[src/hdl/cecb_pkg.sv]
// Purpose: constants and types for the code error counter bank
// Assumes: management frames of the clause 45 kind, sampled on clk
// Notes:   offsets are register addresses inside device 0x1E
`default_nettype none
package cecb_pkg;
   // ==========================================================
   // register map
   localparam logic [4:0]  CECB_DEVAD        = 5'h1E;
   localparam logic [15:0] CECB_STATUS_ADDR  = 16'h000F;
   localparam logic [15:0] CECB_HS_ADDR      = 16'h0010;
   localparam logic [15:0] CECB_LANE0_ADDR   = 16'h0011;
   localparam logic [15:0] CECB_LANE1_ADDR   = 16'h0012;
   localparam logic [15:0] CECB_LANE2_ADDR   = 16'h0013;
   localparam int          CECB_BAD_CW_BIT   = 8;
   localparam logic [15:0] CECB_CNT_RESET    = 16'hFFFD;
   localparam logic [15:0] CECB_CNT_KR_RESET = 16'h0000;
   localparam logic [15:0] CECB_CNT_MAX      = 16'hFFFF;
   // ==========================================================
   // frame layout
   localparam logic [5:0]  CECB_PRE_ONES     = 6'h20;
   localparam logic [4:0]  CECB_HDR_LAST     = 5'h0C;
   localparam logic [4:0]  CECB_DATA_LAST    = 5'h0F;
   localparam logic [1:0]  CECB_OP_ADDR      = 2'h0;
   localparam logic [1:0]  CECB_OP_WRITE     = 2'h1;
   localparam logic [1:0]  CECB_OP_READ_INC  = 2'h2;
   localparam logic [1:0]  CECB_OP_READ      = 2'h3;

   typedef struct packed {
      logic       st_low;
      logic [1:0] op;
      logic [4:0] prtad;
      logic [4:0] devad;
   } cecb_hdr_s;

   typedef enum logic [1:0] {
      CECB_ST_PRE  = 2'b00,
      CECB_ST_HDR  = 2'b01,
      CECB_ST_TA   = 2'b10,
      CECB_ST_DATA = 2'b11
   } cecb_state_e;
endpackage
`default_nettype wire

[src/hdl/cecb_code_error_counter_bank.sv]
// Purpose: clear-on-read code error counters behind a management port
// Assumes: error inputs are toggles from serial-rate logic; mdc slow
// Notes:   pattern selection lives in the checkers feeding the toggles
`default_nettype none
// Functional notes
// - functional mode, high-speed counter counts invalid and disparity words.
// - in KR mode reading high-speed counter clears status low byte.
// - high-speed counter resets to 0xFFFD, or zero in KR mode.
// - high-speed test verify counts errors of pattern chosen by 1E.000B[10:8].
// - pseudo-random pin set, high-speed counter counts its bit errors.
// - every counter returns its value on read, then clears.
// - KR and KX modes, lane counters count lane decoder errors.
// - plain 10G mode, lane counters count alignment slave decoder errors.
// - low-speed test verify counts errors of pattern chosen by 1E.000B[5:4].
// - lane counters at 0x11, 0x12, 0x13, reset 0xFFFD.
// - bad codeword flag latches high until read.
module cecb_code_error_counter_bank
   import cecb_pkg::*;
(
   // clock and reset
   input  wire logic       clk,
   input  wire logic       sys_rst,
   // management pins
   input  wire logic       mdc,
   input  wire logic       mdio_in,
   output logic            mdio_out,
   output logic            mdio_oe,
   input  wire logic [4:0] port_addr,
   // mode pins
   input  wire logic       mode_kr,
   input  wire logic       mode_10g,
   input  wire logic       hs_test_verify,
   input  wire logic       ls_test_verify,
   input  wire logic       pseudo_random_check_pin,
   // error toggles
   input  wire logic       hs_decode_err_tgl,
   input  wire logic       hs_pattern_err_tgl,
   input  wire logic       hs_prbs_err_tgl,
   input  wire logic [2:0] ls_decode_err_tgl,
   input  wire logic [2:0] ls_align_err_tgl,
   input  wire logic [2:0] ls_pattern_err_tgl,
   // status side
   output logic            fast_side_bad_codeword_flag,
   output logic            kr_status_low_clear
);
   // ==========================================================
   // synchronisers
   localparam int NT = 12;
   localparam int NL = 11;
   logic [NT-1:0] tgl_q1, tgl_q2, tgl_q3;
   logic [NL-1:0] lvl_q1, lvl_q2;
   logic [NT-1:0] evt;
   logic [2:0]    mdc_q;
   logic          kr_q, g10_q, hs_tv_q, ls_tv_q, prbs_q, bit_in;
   logic [4:0]    port_q;
   logic          mdc_rise;

   always_ff @(posedge clk) begin
      tgl_q1 <= {ls_pattern_err_tgl, ls_align_err_tgl, ls_decode_err_tgl,
                 hs_prbs_err_tgl, hs_pattern_err_tgl, hs_decode_err_tgl};
      tgl_q2 <= tgl_q1;
      tgl_q3 <= tgl_q2;
      lvl_q1 <= {port_addr, mdio_in, pseudo_random_check_pin,
                 ls_test_verify, hs_test_verify, mode_10g, mode_kr};
      lvl_q2 <= lvl_q1;
      mdc_q  <= {mdc_q[1:0], mdc};
   end

   assign evt      = tgl_q2 ^ tgl_q3;
   assign kr_q     = lvl_q2[0];
   assign g10_q    = lvl_q2[1];
   assign hs_tv_q  = lvl_q2[2];
   assign ls_tv_q  = lvl_q2[3];
   assign prbs_q   = lvl_q2[4];
   assign bit_in   = lvl_q2[5];
   assign port_q   = lvl_q2[10:6];
   assign mdc_rise = mdc_q[1] & ~mdc_q[2];

   // ==========================================================
   // event selection
   logic [3:0] cnt_evt;
   logic [3:0] rd_clr;
   always_comb begin
      if (prbs_q)
         cnt_evt[0] = evt[2];
      else if (hs_tv_q)
         cnt_evt[0] = evt[1];
      else
         cnt_evt[0] = evt[0];
      for (int i = 0; i < 3; i++) begin
         if (ls_tv_q)
            cnt_evt[i+1] = evt[9+i];
         else if (g10_q)
            cnt_evt[i+1] = evt[6+i];
         else
            cnt_evt[i+1] = evt[3+i];
      end
   end

   // ==========================================================
   // counters
   logic [15:0] cnt_reg [4];
   genvar g;
   generate
      for (g = 0; g < 4; g++) begin : g_cnt
         always_ff @(posedge clk) begin
            if (sys_rst)
               cnt_reg[g] <= (g == 0 && kr_q) ? CECB_CNT_KR_RESET
                                              : CECB_CNT_RESET;
            else if (rd_clr[g])
               cnt_reg[g] <= {15'h0000, cnt_evt[g]};
            else if (cnt_evt[g] && cnt_reg[g] != CECB_CNT_MAX)
               cnt_reg[g] <= cnt_reg[g] + 16'h0001;
         end
      end
   endgenerate

   // ==========================================================
   // management frame engine
   cecb_state_e state_reg;
   logic [5:0]  ones_reg;
   logic [4:0]  bit_cnt_reg;
   logic [11:0] hdr_sh_reg;
   cecb_hdr_s   hdr;
   logic [15:0] addr_reg, rd_sh_reg, wr_sh_reg;
   logic        hit_reg, rd_reg, inc_reg, adr_op_reg, flag_clr;
   logic        hdr_hit, hdr_rd;
   logic [15:0] rd_val;

   assign hdr     = cecb_hdr_s'({hdr_sh_reg, bit_in});
   assign hdr_hit = !hdr.st_low && hdr.prtad == port_q
                    && hdr.devad == CECB_DEVAD;
   assign hdr_rd  = hdr.op == CECB_OP_READ || hdr.op == CECB_OP_READ_INC;

   always_comb begin
      rd_val = 16'h0000;
      case (addr_reg)
         CECB_STATUS_ADDR:
            rd_val[CECB_BAD_CW_BIT] = fast_side_bad_codeword_flag;
         CECB_HS_ADDR:    rd_val = cnt_reg[0];
         CECB_LANE0_ADDR: rd_val = cnt_reg[1];
         CECB_LANE1_ADDR: rd_val = cnt_reg[2];
         CECB_LANE2_ADDR: rd_val = cnt_reg[3];
         default:         rd_val = 16'h0000;
      endcase
   end

   // read is taken when the header ends; clears fire the same cycle
   logic rd_take;
   assign rd_take = mdc_rise && state_reg == CECB_ST_HDR
                    && bit_cnt_reg == CECB_HDR_LAST && hdr_hit && hdr_rd;
   always_comb begin
      for (int i = 0; i < 4; i++)
         rd_clr[i] = rd_take
                     && addr_reg == CECB_HS_ADDR + 16'(i);
      flag_clr = rd_take && addr_reg == CECB_STATUS_ADDR;
   end

   always_ff @(posedge clk) begin
      if (sys_rst) begin
         state_reg   <= CECB_ST_PRE;
         ones_reg    <= 6'h00;
         bit_cnt_reg <= 5'h00;
         hdr_sh_reg  <= 12'h000;
         addr_reg    <= 16'h0000;
         rd_sh_reg   <= 16'h0000;
         wr_sh_reg   <= 16'h0000;
         hit_reg     <= 1'b0;
         rd_reg      <= 1'b0;
         inc_reg     <= 1'b0;
         adr_op_reg  <= 1'b0;
         mdio_out    <= 1'b0;
         mdio_oe     <= 1'b0;
      end else if (mdc_rise) begin
         case (state_reg)
            CECB_ST_PRE: begin
               if (bit_in) begin
                  if (ones_reg != CECB_PRE_ONES)
                     ones_reg <= ones_reg + 6'h01;
               end else begin
                  ones_reg <= 6'h00;
                  if (ones_reg == CECB_PRE_ONES) begin
                     state_reg   <= CECB_ST_HDR;
                     bit_cnt_reg <= 5'h00;
                  end
               end
            end
            CECB_ST_HDR: begin
               hdr_sh_reg  <= {hdr_sh_reg[10:0], bit_in};
               bit_cnt_reg <= bit_cnt_reg + 5'h01;
               if (bit_cnt_reg == CECB_HDR_LAST) begin
                  state_reg   <= CECB_ST_TA;
                  bit_cnt_reg <= 5'h00;
                  hit_reg     <= hdr_hit;
                  rd_reg      <= hdr_rd;
                  inc_reg     <= hdr.op == CECB_OP_READ_INC;
                  rd_sh_reg   <= rd_val;
                  adr_op_reg  <= hdr.op == CECB_OP_ADDR;
               end
            end
            CECB_ST_TA: begin
               bit_cnt_reg <= bit_cnt_reg + 5'h01;
               if (bit_cnt_reg == 5'h00) begin
                  mdio_oe  <= hit_reg && rd_reg;
                  mdio_out <= 1'b0;
               end else begin
                  state_reg   <= CECB_ST_DATA;
                  bit_cnt_reg <= 5'h00;
                  mdio_out    <= rd_sh_reg[15];
                  rd_sh_reg   <= {rd_sh_reg[14:0], 1'b0};
               end
            end
            CECB_ST_DATA: begin
               bit_cnt_reg <= bit_cnt_reg + 5'h01;
               wr_sh_reg   <= {wr_sh_reg[14:0], bit_in};
               mdio_out    <= rd_sh_reg[15];
               rd_sh_reg   <= {rd_sh_reg[14:0], 1'b0};
               if (bit_cnt_reg == CECB_DATA_LAST) begin
                  state_reg <= CECB_ST_PRE;
                  mdio_oe   <= 1'b0;
                  mdio_out  <= 1'b0;
                  if (hit_reg && adr_op_reg)
                     addr_reg <= {wr_sh_reg[14:0], bit_in};
                  else if (hit_reg && inc_reg)
                     addr_reg <= addr_reg + 16'h0001;
               end
            end
            default: state_reg <= CECB_ST_PRE;
         endcase
      end
   end

   // ==========================================================
   // status side effects
   always_ff @(posedge clk) begin
      if (sys_rst)
         fast_side_bad_codeword_flag <= 1'b0;
      else if (evt[0])
         fast_side_bad_codeword_flag <= 1'b1;
      else if (flag_clr)
         fast_side_bad_codeword_flag <= 1'b0;
   end

   always_ff @(posedge clk) begin
      if (sys_rst)
         kr_status_low_clear <= 1'b0;
      else
         kr_status_low_clear <= rd_clr[0] && kr_q;
   end

   // ==========================================================
   // assertions
   a_sat_hold: assert property (@(posedge clk) disable iff (sys_rst)
      cnt_reg[0] == CECB_CNT_MAX && !rd_clr[0] |=> cnt_reg[0] == CECB_CNT_MAX)
      else $error("counter left saturation without read");
   a_read_clear: assert property (@(posedge clk) disable iff (sys_rst)
      rd_clr[1] && !cnt_evt[1] |=> cnt_reg[1] == 16'h0000)
      else $error("lane counter not cleared by read");
   a_clear_keeps_evt: assert property (@(posedge clk)
      disable iff (sys_rst) rd_clr[0] && cnt_evt[0] |=> cnt_reg[0] == 16'h0001)
      else $error("event lost during read clear");
   a_hs_count_step: assert property (@(posedge clk) disable iff (sys_rst)
      !prbs_q && !hs_tv_q && evt[0] && !rd_clr[0] && cnt_reg[0] != CECB_CNT_MAX
      |=> cnt_reg[0] == $past(cnt_reg[0]) + 16'h0001)
      else $error("decoder error not counted");
   a_kr_status_clr: assert property (@(posedge clk) disable iff (sys_rst)
      rd_clr[0] && kr_q |=> kr_status_low_clear ##1 !kr_status_low_clear)
      else $error("kr status clear pulse wrong");
   a_lane_reset_val: assert property (@(posedge clk) disable iff (1'b0)
      sys_rst ##1 !sys_rst |-> cnt_reg[1] == CECB_CNT_RESET
                               && cnt_reg[3] == CECB_CNT_RESET)
      else $error("lane counter reset value wrong");
   a_hs_reset_val: assert property (@(posedge clk) disable iff (1'b0)
      sys_rst && $stable(kr_q) ##1 !sys_rst |-> cnt_reg[0] ==
         ($past(kr_q) ? CECB_CNT_KR_RESET : CECB_CNT_RESET))
      else $error("hs counter reset value wrong");
   a_flag_latch: assert property (@(posedge clk) disable iff (sys_rst)
      evt[0] |=> fast_side_bad_codeword_flag until flag_clr)
      else $error("bad codeword flag not held");
   a_prbs_count: assert property (@(posedge clk) disable iff (sys_rst)
      prbs_q && evt[2] && !rd_clr[0] && cnt_reg[0] != CECB_CNT_MAX
      |=> cnt_reg[0] != $past(cnt_reg[0]))
      else $error("pseudo-random error not counted");
   a_ta_drive_low: assert property (@(posedge clk) disable iff (sys_rst)
      mdc_rise && state_reg == CECB_ST_TA && bit_cnt_reg == 5'h00
      && hit_reg && rd_reg |=> mdio_oe && !mdio_out)
      else $error("turnaround not driven low");

   c_hs_read: cover property (@(posedge clk) disable iff (sys_rst)
      rd_clr[0]);
   c_saturate: cover property (@(posedge clk) disable iff (sys_rst)
      cnt_reg[1] == CECB_CNT_MAX && cnt_evt[1]);
   c_read_with_evt: cover property (@(posedge clk) disable iff (sys_rst)
      rd_clr[0] && cnt_evt[0]);
endmodule
`default_nettype wire

[config.mk]
export PLATFORM = sky130hd
export DESIGN_NAME = cecb_code_error_counter_bank
export DESIGN_NICKNAME = d
export VERILOG_FILES = /design/src/hdl/cecb_pkg.sv /design/src/hdl/cecb_code_error_counter_bank.sv
export SDC_FILE = /design/constraint.sdc
export NUM_CORES = 1
export LEC_CHECK = 0
export BUFFER_PORTS_ARGS = -buffer_cell sky130_fd_sc_hd__buf_4
export CORE_UTILIZATION = 60
export CTS_BUF_LIST = sky130_fd_sc_hd__clkbuf_4
export DETAILED_ROUTE_END_ITERATION = 10
export PLACE_DENSITY = 0.78
export REMOVE_ABC_BUFFERS = 1
export SYNTH_ARGS = -nofsm -noshare
export SYNTH_HDL_FRONTEND = slang
export SYNTH_SLANG_ARGS = --single-unit
[constraint.sdc]
create_clock -name clk -period 5.11 [get_ports clk]
set_input_delay 0.2555 -clock clk [delete_from_list [all_inputs] [get_ports clk]]
set_output_delay 0.2555 -clock clk [all_outputs]
set_load 0.1 [all_outputs]
==> results.py, run 1 <==
metrics = {
    "cts": {
        "cts_buffers": 52,
        "cts_resized": 0,
        "clk-insertion-delay-late_ns": 0.68,
        "cts_sinks": 205,
        "cts_setup_buffers": 0,
        "h-tree-depth": 2,
        "clockBufferDepth": 3,
        "path_clk_slew_ns": 0.07,
        "cts_tree": "done",
        "cts_root_buf": "clkbuf_4",
    },
    "synth": {
        "synth_area_leaders": "dfxtp_1 (30%), edfxtp_1 (20%), nand2_1 (5.2%), a21oi_1 (3.6%), xnor2_1 (3.5%)",
        "yosysWarnings": 0,
        "ys_async_sr_fraction_pct": 0,
        "synth_most_common_cell": "dfxtp_1",
        "yosysTopAreaCell": "dfxtp_1",
        "synth_seq_cells": 205,
        "netlist_instances": 993,
        "synth_area_um2": 9480,
        "synth_edf_count": 64,
        "yosysSeqAreaShare_pct": 50.1,
        "synthFlopType": "dfxtp_1",
        "synth_commonest_cells": "dfxtp_1 (141), nand2_1 (132), a21oi_1 (69), edfxtp_1 (64), nand3_1 (63)",
        "ys_types": 65,
        "yosysTopAreaCellShare_pct": 29.8,
        "syn_avg_cell_area_um2": 9.55,
    },
    "grt": {
        "gr-usage-all-layers_pct": 26.7,
        "grt_max_degree": 63,
        "grt_pass1_wl_mm": 34.9,
        "antenna_found_initial": 1,
        "grt_pass1_vias": 7279,
        "grt-ovfl-total": 0,
    },
    "drt": {
        "viasPerCell": 5.90,
        "postRouteAntennaNets": 0,
        "vias": 7690,
        "drc": 0,
        "met2_wirelength_mm": 9.96,
        "top_layer_used": "met4",
        "wirelength_mm": 21.3,
        "route.met3.wl_mm": 1.30,
        "wire_per_inst_um": 16.4,
        "m1WireLength_mm": 9.61,
        "drt_iter0_markers": 686,
        "first_pass_iters": 5,
    },
    "setup_path": {
        "worst_setup_path_end_kind": "flip-flop",
        "crit_path_start_kind": "flip-flop",
        "cp_data_arrival_time_ns": 3.81,
        "required_ns": 5.38,
        "worstPathMaxFanout": 17,
        "r2r_start": "state_reg[1]",
        "timing_worst_setup_path_type": "reg2reg",
        "critPathLaunch": "state_reg[1]",
    },
    "sta": {
        "hold_ws_ns": 0.104,
        "finalHoldViolCount": 0,
        "maxSlewHeadroom_pct": 19.6,
        "post-route-period-util_pct": 69.1,
        "tightestPinTransition_ns": 1.20,
        "setup_viol": 0,
        "setup-tns-final_ns": 0,
        "fmax_ghz": 0.283,
        "slew_viol_final": 0,
        "finalClockSkew_ns": 0.0393,
        "fin_crit_ns": 3.53,
        "rsz0062_at_grt": "no",
    },
    "floorplanning": {
        "start_util_pct": 61.9,
        "core-area_um2": 15300,
        "die_w_um": 128,
        "fp.dieArea_um2": 16300,
        "die_h_um": 128,
        "fp-row-count": 45,
        "io_pins": 30,
    },
    "run_status": {
        "outcome": "finished clean",
    },
    "pwr": {
        "leakage_uw": 0.00386,
        "peakVddDrop_mv": 0.368,
        "power-per-cell-area_nw_per_um2": 335,
    },
    "hold_path": {
        "hp-start": "sys_rst",
        "hold_path.class": "in2reg",
    },
    "layout": {
        "largest_register_ff_count": 64,
        "syn_to_final_growth_pct": 12.6,
        "fill_cells": 1219,
        "drive_above_1_share_pct": 12.3,
        "fin_util_pct": 69.7,
        "finalNetCount": 1093,
    },
    "run": {
        "drv_cap": 0,
    },
    "place": {
        "dp_hpwl_mm": 13.3,
        "portBuffers": 29,
        "place_congestion": 0.840,
    },
}
==> area by class of cell <==
type / instances / area [µm²] / share of cell area (%)
timing repair buffer: 59 / 503 / 4.71
antenna: 1 / 2.50 / 0.0234
tap: 211 / 264 / 2.47
multi-input combinational: 712 / 4440 / 41.6
sequential: 205 / 4740 / 44.5
inverter: 20 / 75.1 / 0.703
clock buffer: 74 / 556 / 5.21
clock inverter: 21 / 92.6 / 0.868
==> routing by layer <==
| metal | vias up | GRT usage (%) |
|---|---|---|
| met2 | 260 | 42.9 |
| met1 | 3603 | 35.8 |
| li1 | 3781 | - |
| met4 | 0 | 10.7 |
| met3 | 46 | 4.92 |
| met5 | - | 0 |
==> critical path: stages (launching register included) <==
cell	delay (ns)
dfxtp_1	0.34
inv_1	0.08
ha_1	0.26
and3b_1	0.55
nand3_1	0.23
nor4_4	0.43
nand2_1	0.50
or3b_1	0.74
==> cells by family (layout without fill, tap and decap cells) <==
family	count (synthesis)	count (layout)	synth area share, %
multiplexers	10	10	1.08
other	0	1	0
adder cells (fa/ha/maj)	17	17	2.24
buffers and inverters	76	174	3.15
flip-flops	205	205	50.1
AND/OR/NAND/NOR	383	383	20.4
XOR/XNOR	71	71	6.56
AO/OA/AOI/OAI	231	231	16.5
==> report_power, final <==
group	internal [µW]	total, µW	switching [µW]
clock	675	1350	678
combinational	165	375	209
sequential	1770	1850	82.0
total	2610	3580	970
==> cell usage in the layout, fill, tap and decap left out, drive strengths merged, types with 5 or more instances in the layout <==
cell	count
nand3	63
nor2	57
xnor2	38
dlygate4sd3	24
and4b	6
clkinv	19
xor2	33
nand2	132
a21o	28
dfxtp	141
nor3	28
and2	9
a221oi	15
and4	7
mux2i	8
o21ai	20
a21oi	69
clkbuf	74
ha	17
or3	7
buf	35
a211oi	23
nor4	17
o211ai	5
edfxtp	64
a22oi	34
and3	11
inv	22
nand3b	5
nand4	25
==> timing repair <==
| action | CTS | global route |
|---|---|---|
| endpoints found under the hold margin | 24 | 0 |
| hold buffers | 24 | 0 |
| endpoints found under the setup margin | 0 | 0 |
==> stage by stage <==
step	instances	worst slack, ns	cell area, µm²	total power [µW]
finish	1303	1.58	10700	3580
global route	1303	1.30	10700	3740
floorplan	937	2.00	9260	2120
CTS	1302	1.58	10700	3590
global placement	1183	1.73	9780	2220
detailed placement	1183	1.64	9780	2230
==> path summary, 6_finish.rpt <==
kind / to / slack [ns] / depth (start not counted)
worst max-delay path: cnt_reg[3][14] / 1.58 / 7
worst min-delay path: state_reg[1] / 0.10 / 2
worst max register to register: cnt_reg[3][14] / 1.58 / 7
worst min register to register: tgl_q2[0] / 0.33 / 0
No activity file was read; power rests on OpenSTA's default activity.
==> run 2: changes to the inputs <==
- clock period: 5.11 -> 3.5 ns (I/O delays scaled with it)
==> results.py, run 2 (same netlist as run 1, synthesis figures left out) <==
metrics = {
    "run_status": {
        "outcome": "finished clean",
    },
    "cts": {
        "holdBufCountCts": 25,
        "cts_resized": 0,
        "cts_sinks": 205,
        "cts_setup_buffers": 0,
        "cts_buffers": 51,
        "clockBufferDepth": 3,
        "path_clk_slew_ns": 0.07,
        "clk-insertion-delay-late_ns": 0.65,
        "cts_tree": "done",
        "h-tree-depth": 2,
        "cts_root_buf": "clkbuf_4",
    },
    "place": {
        "place_congestion": 0.873,
        "dp_hpwl_mm": 13.6,
        "portBuffers": 29,
    },
    "setup_path": {
        "timing_worst_setup_path_type": "reg2reg",
        "worst_path_largest_cell_delay_ns": 0.57,
        "critPathSlowestCell": "or3_1",
        "crit_top_cell": "nor4_4",
        "worstPathMaxFanout": 16,
        "crit_path_start_kind": "flip-flop",
        "worst_setup_path_end_kind": "flip-flop",
        "required_ns": 3.77,
        "cp_data_arrival_time_ns": 3.11,
        "path_cells": "nor4_4 -> nand4_2 -> nor4_4 -> and3b_1 -> buf_4 -> or3_1",
    },
    "layout": {
        "finalNetCount": 1106,
        "multi_input_area_um2": 4440,
        "mostFrequentLayoutCells": "dfxtp_1 (141), nand2_1 (132), clkbuf_4 (74), a21oi_1 (69), edfxtp_1 (64)",
        "fill_cells": 1176,
        "final-seq-area_um2": 4740,
        "syn_to_final_growth_pct": 13.5,
        "layout_commonest_cell": "dfxtp_1",
        "drive_above_1_share_pct": 13.4,
        "largest_register_ff_count": 64,
        "diodes": 0,
    },
    "grt": {
        "antenna_found_initial": 0,
        "grt_util_met3_pct": 4.84,
        "grt-ovfl-total": 0,
        "use_met2_pct": 43.7,
        "grt_max_degree": 52,
        "grt_pass1_wl_mm": 35.3,
        "gr-usage-all-layers_pct": 27.0,
        "grt_busiest_layer": "met2",
        "grtUsageMet1_pct": 36.6,
        "grt_pass1_vias": 7282,
    },
    "sta": {
        "maxSlewHeadroom_pct": 47.6,
        "finalClockSkew_ns": 0.0257,
        "fin_crit_ns": 2.84,
        "finalHoldViolCount": 0,
        "rsz0062_at_grt": "no",
        "setup_viol": 0,
        "fmax_ghz": 0.353,
        "slew_viol_final": 0,
        "tightestPinTransition_ns": 0.786,
        "post-route-period-util_pct": 81.0,
        "setup-tns-final_ns": 0,
    },
    "drt": {
        "drt_iter0_markers": 670,
        "vias": 7707,
        "wire_per_inst_um": 16.3,
        "viasPerCell": 5.87,
        "postRouteAntennaNets": 0,
        "first_pass_iters": 7,
        "wirelength_mm": 21.4,
        "drc": 0,
    },
    "pwr": {
        "peakVddDrop_mv": 0.420,
        "p_comb_share_pct": 10.7,
        "p_seq_share_pct": 51.9,
        "p_sw_share_pct": 26.7,
        "finalPower_uw": 5200,
        "p_clk_share_pct": 37.4,
        "p_int_uw": 3810,
        "power-per-cell-area_nw_per_um2": 483,
        "leakage_uw": 0.00392,
        "power.switching_uw": 1390,
    },
    "floorplanning": {
        "fp-row-count": 45,
        "io_pins": 30,
        "die_h_um": 128,
        "fp.dieArea_um2": 16300,
        "die_w_um": 128,
        "start_util_pct": 61.9,
        "core-area_um2": 15300,
    },
    "hold_path": {
        "hold_path.class": "in2reg",
    },
    "run": {
        "drv_cap": 0,
    },
}
==> run 2: cell count changes in the layout (fill, tap and decap cells not counted), sizes merged <==
cell and delta:
inv -2, buf +13, diode -1, clkinvlp +1, clkinv -3, dlygate4sd3 +1
==> run 2: worst paths after layout <==
| kind | from | to | slack [ns] | cells after the start |
|---|---|---|---|---|
| worst max-delay path | addr_reg[9] | cnt_reg[2][6] | 0.66 | 6 |
| worst min-delay path | port_addr[4] | lvl_q1[10] | 0.17 | 2 |
| worst max register to register | addr_reg[9] | cnt_reg[2][6] | 0.66 | 6 |
| worst min register to register | mdc_q[0] | mdc_q[1] | 0.32 | 0 |
==> run 2: power groups by stage <==
| stage | Combinational (µW) | Sequential [µW] | Clock [µW] |
|---|---|---|---|
| after floorplan | 380 | 2710 | 0 |
| after global placement | 516 | 2740 | 0 |
| after detailed placement | 525 | 2750 | 0 |
| after CTS | 551 | 2690 | 1970 |
| after global routing | 620 | 2710 | 2110 |
| final | 558 | 2700 | 1940 |
==> run 2: metrics by stage <==
| step | hold slack [ns] | instance area, µm² | util [%] | setup slack, ns | instances |
|---|---|---|---|---|---|
| floorplan | 0.203 | 9260 | - | 0.394 | 937 |
| global placement | 0.279 | 9880 | 64.5 | 0.731 | 1196 |
| detailed placement | 0.281 | 9880 | 64.5 | 0.685 | 1196 |
| CTS | 0.126 | 10800 | 70.3 | 0.669 | 1312 |
| global route | 0.125 | 10800 | 70.3 | 0.464 | 1312 |
| finish | 0.170 | 10800 | 70.3 | 0.664 | 1312 |
==> run 2: final cells by class <==
cell class              count  area share, %
inverters                  20          0.698
repair buffers             73           5.67
well taps                 211           2.45
clock inverters            17          0.721
clock buffers              74           5.16
flip-flops and latches    205           44.1
multi-input cells         712           41.2
==> run 2: worst max-delay path, delay by kind of cell (launching register included) <==
kind / cells / cell delay [ns]
flip-flops: 1 / 0.39
AND/OR/NAND/NOR: 5 / 1.87
buffers and inverters: 1 / 0.20
==> run 2: routing by layer <==
layer,share of wire (%),up-vias
li1,-,3804
met1,45,3601
met2,47,258
met3,5.8,44
met4,2.0,0
met5,0,-
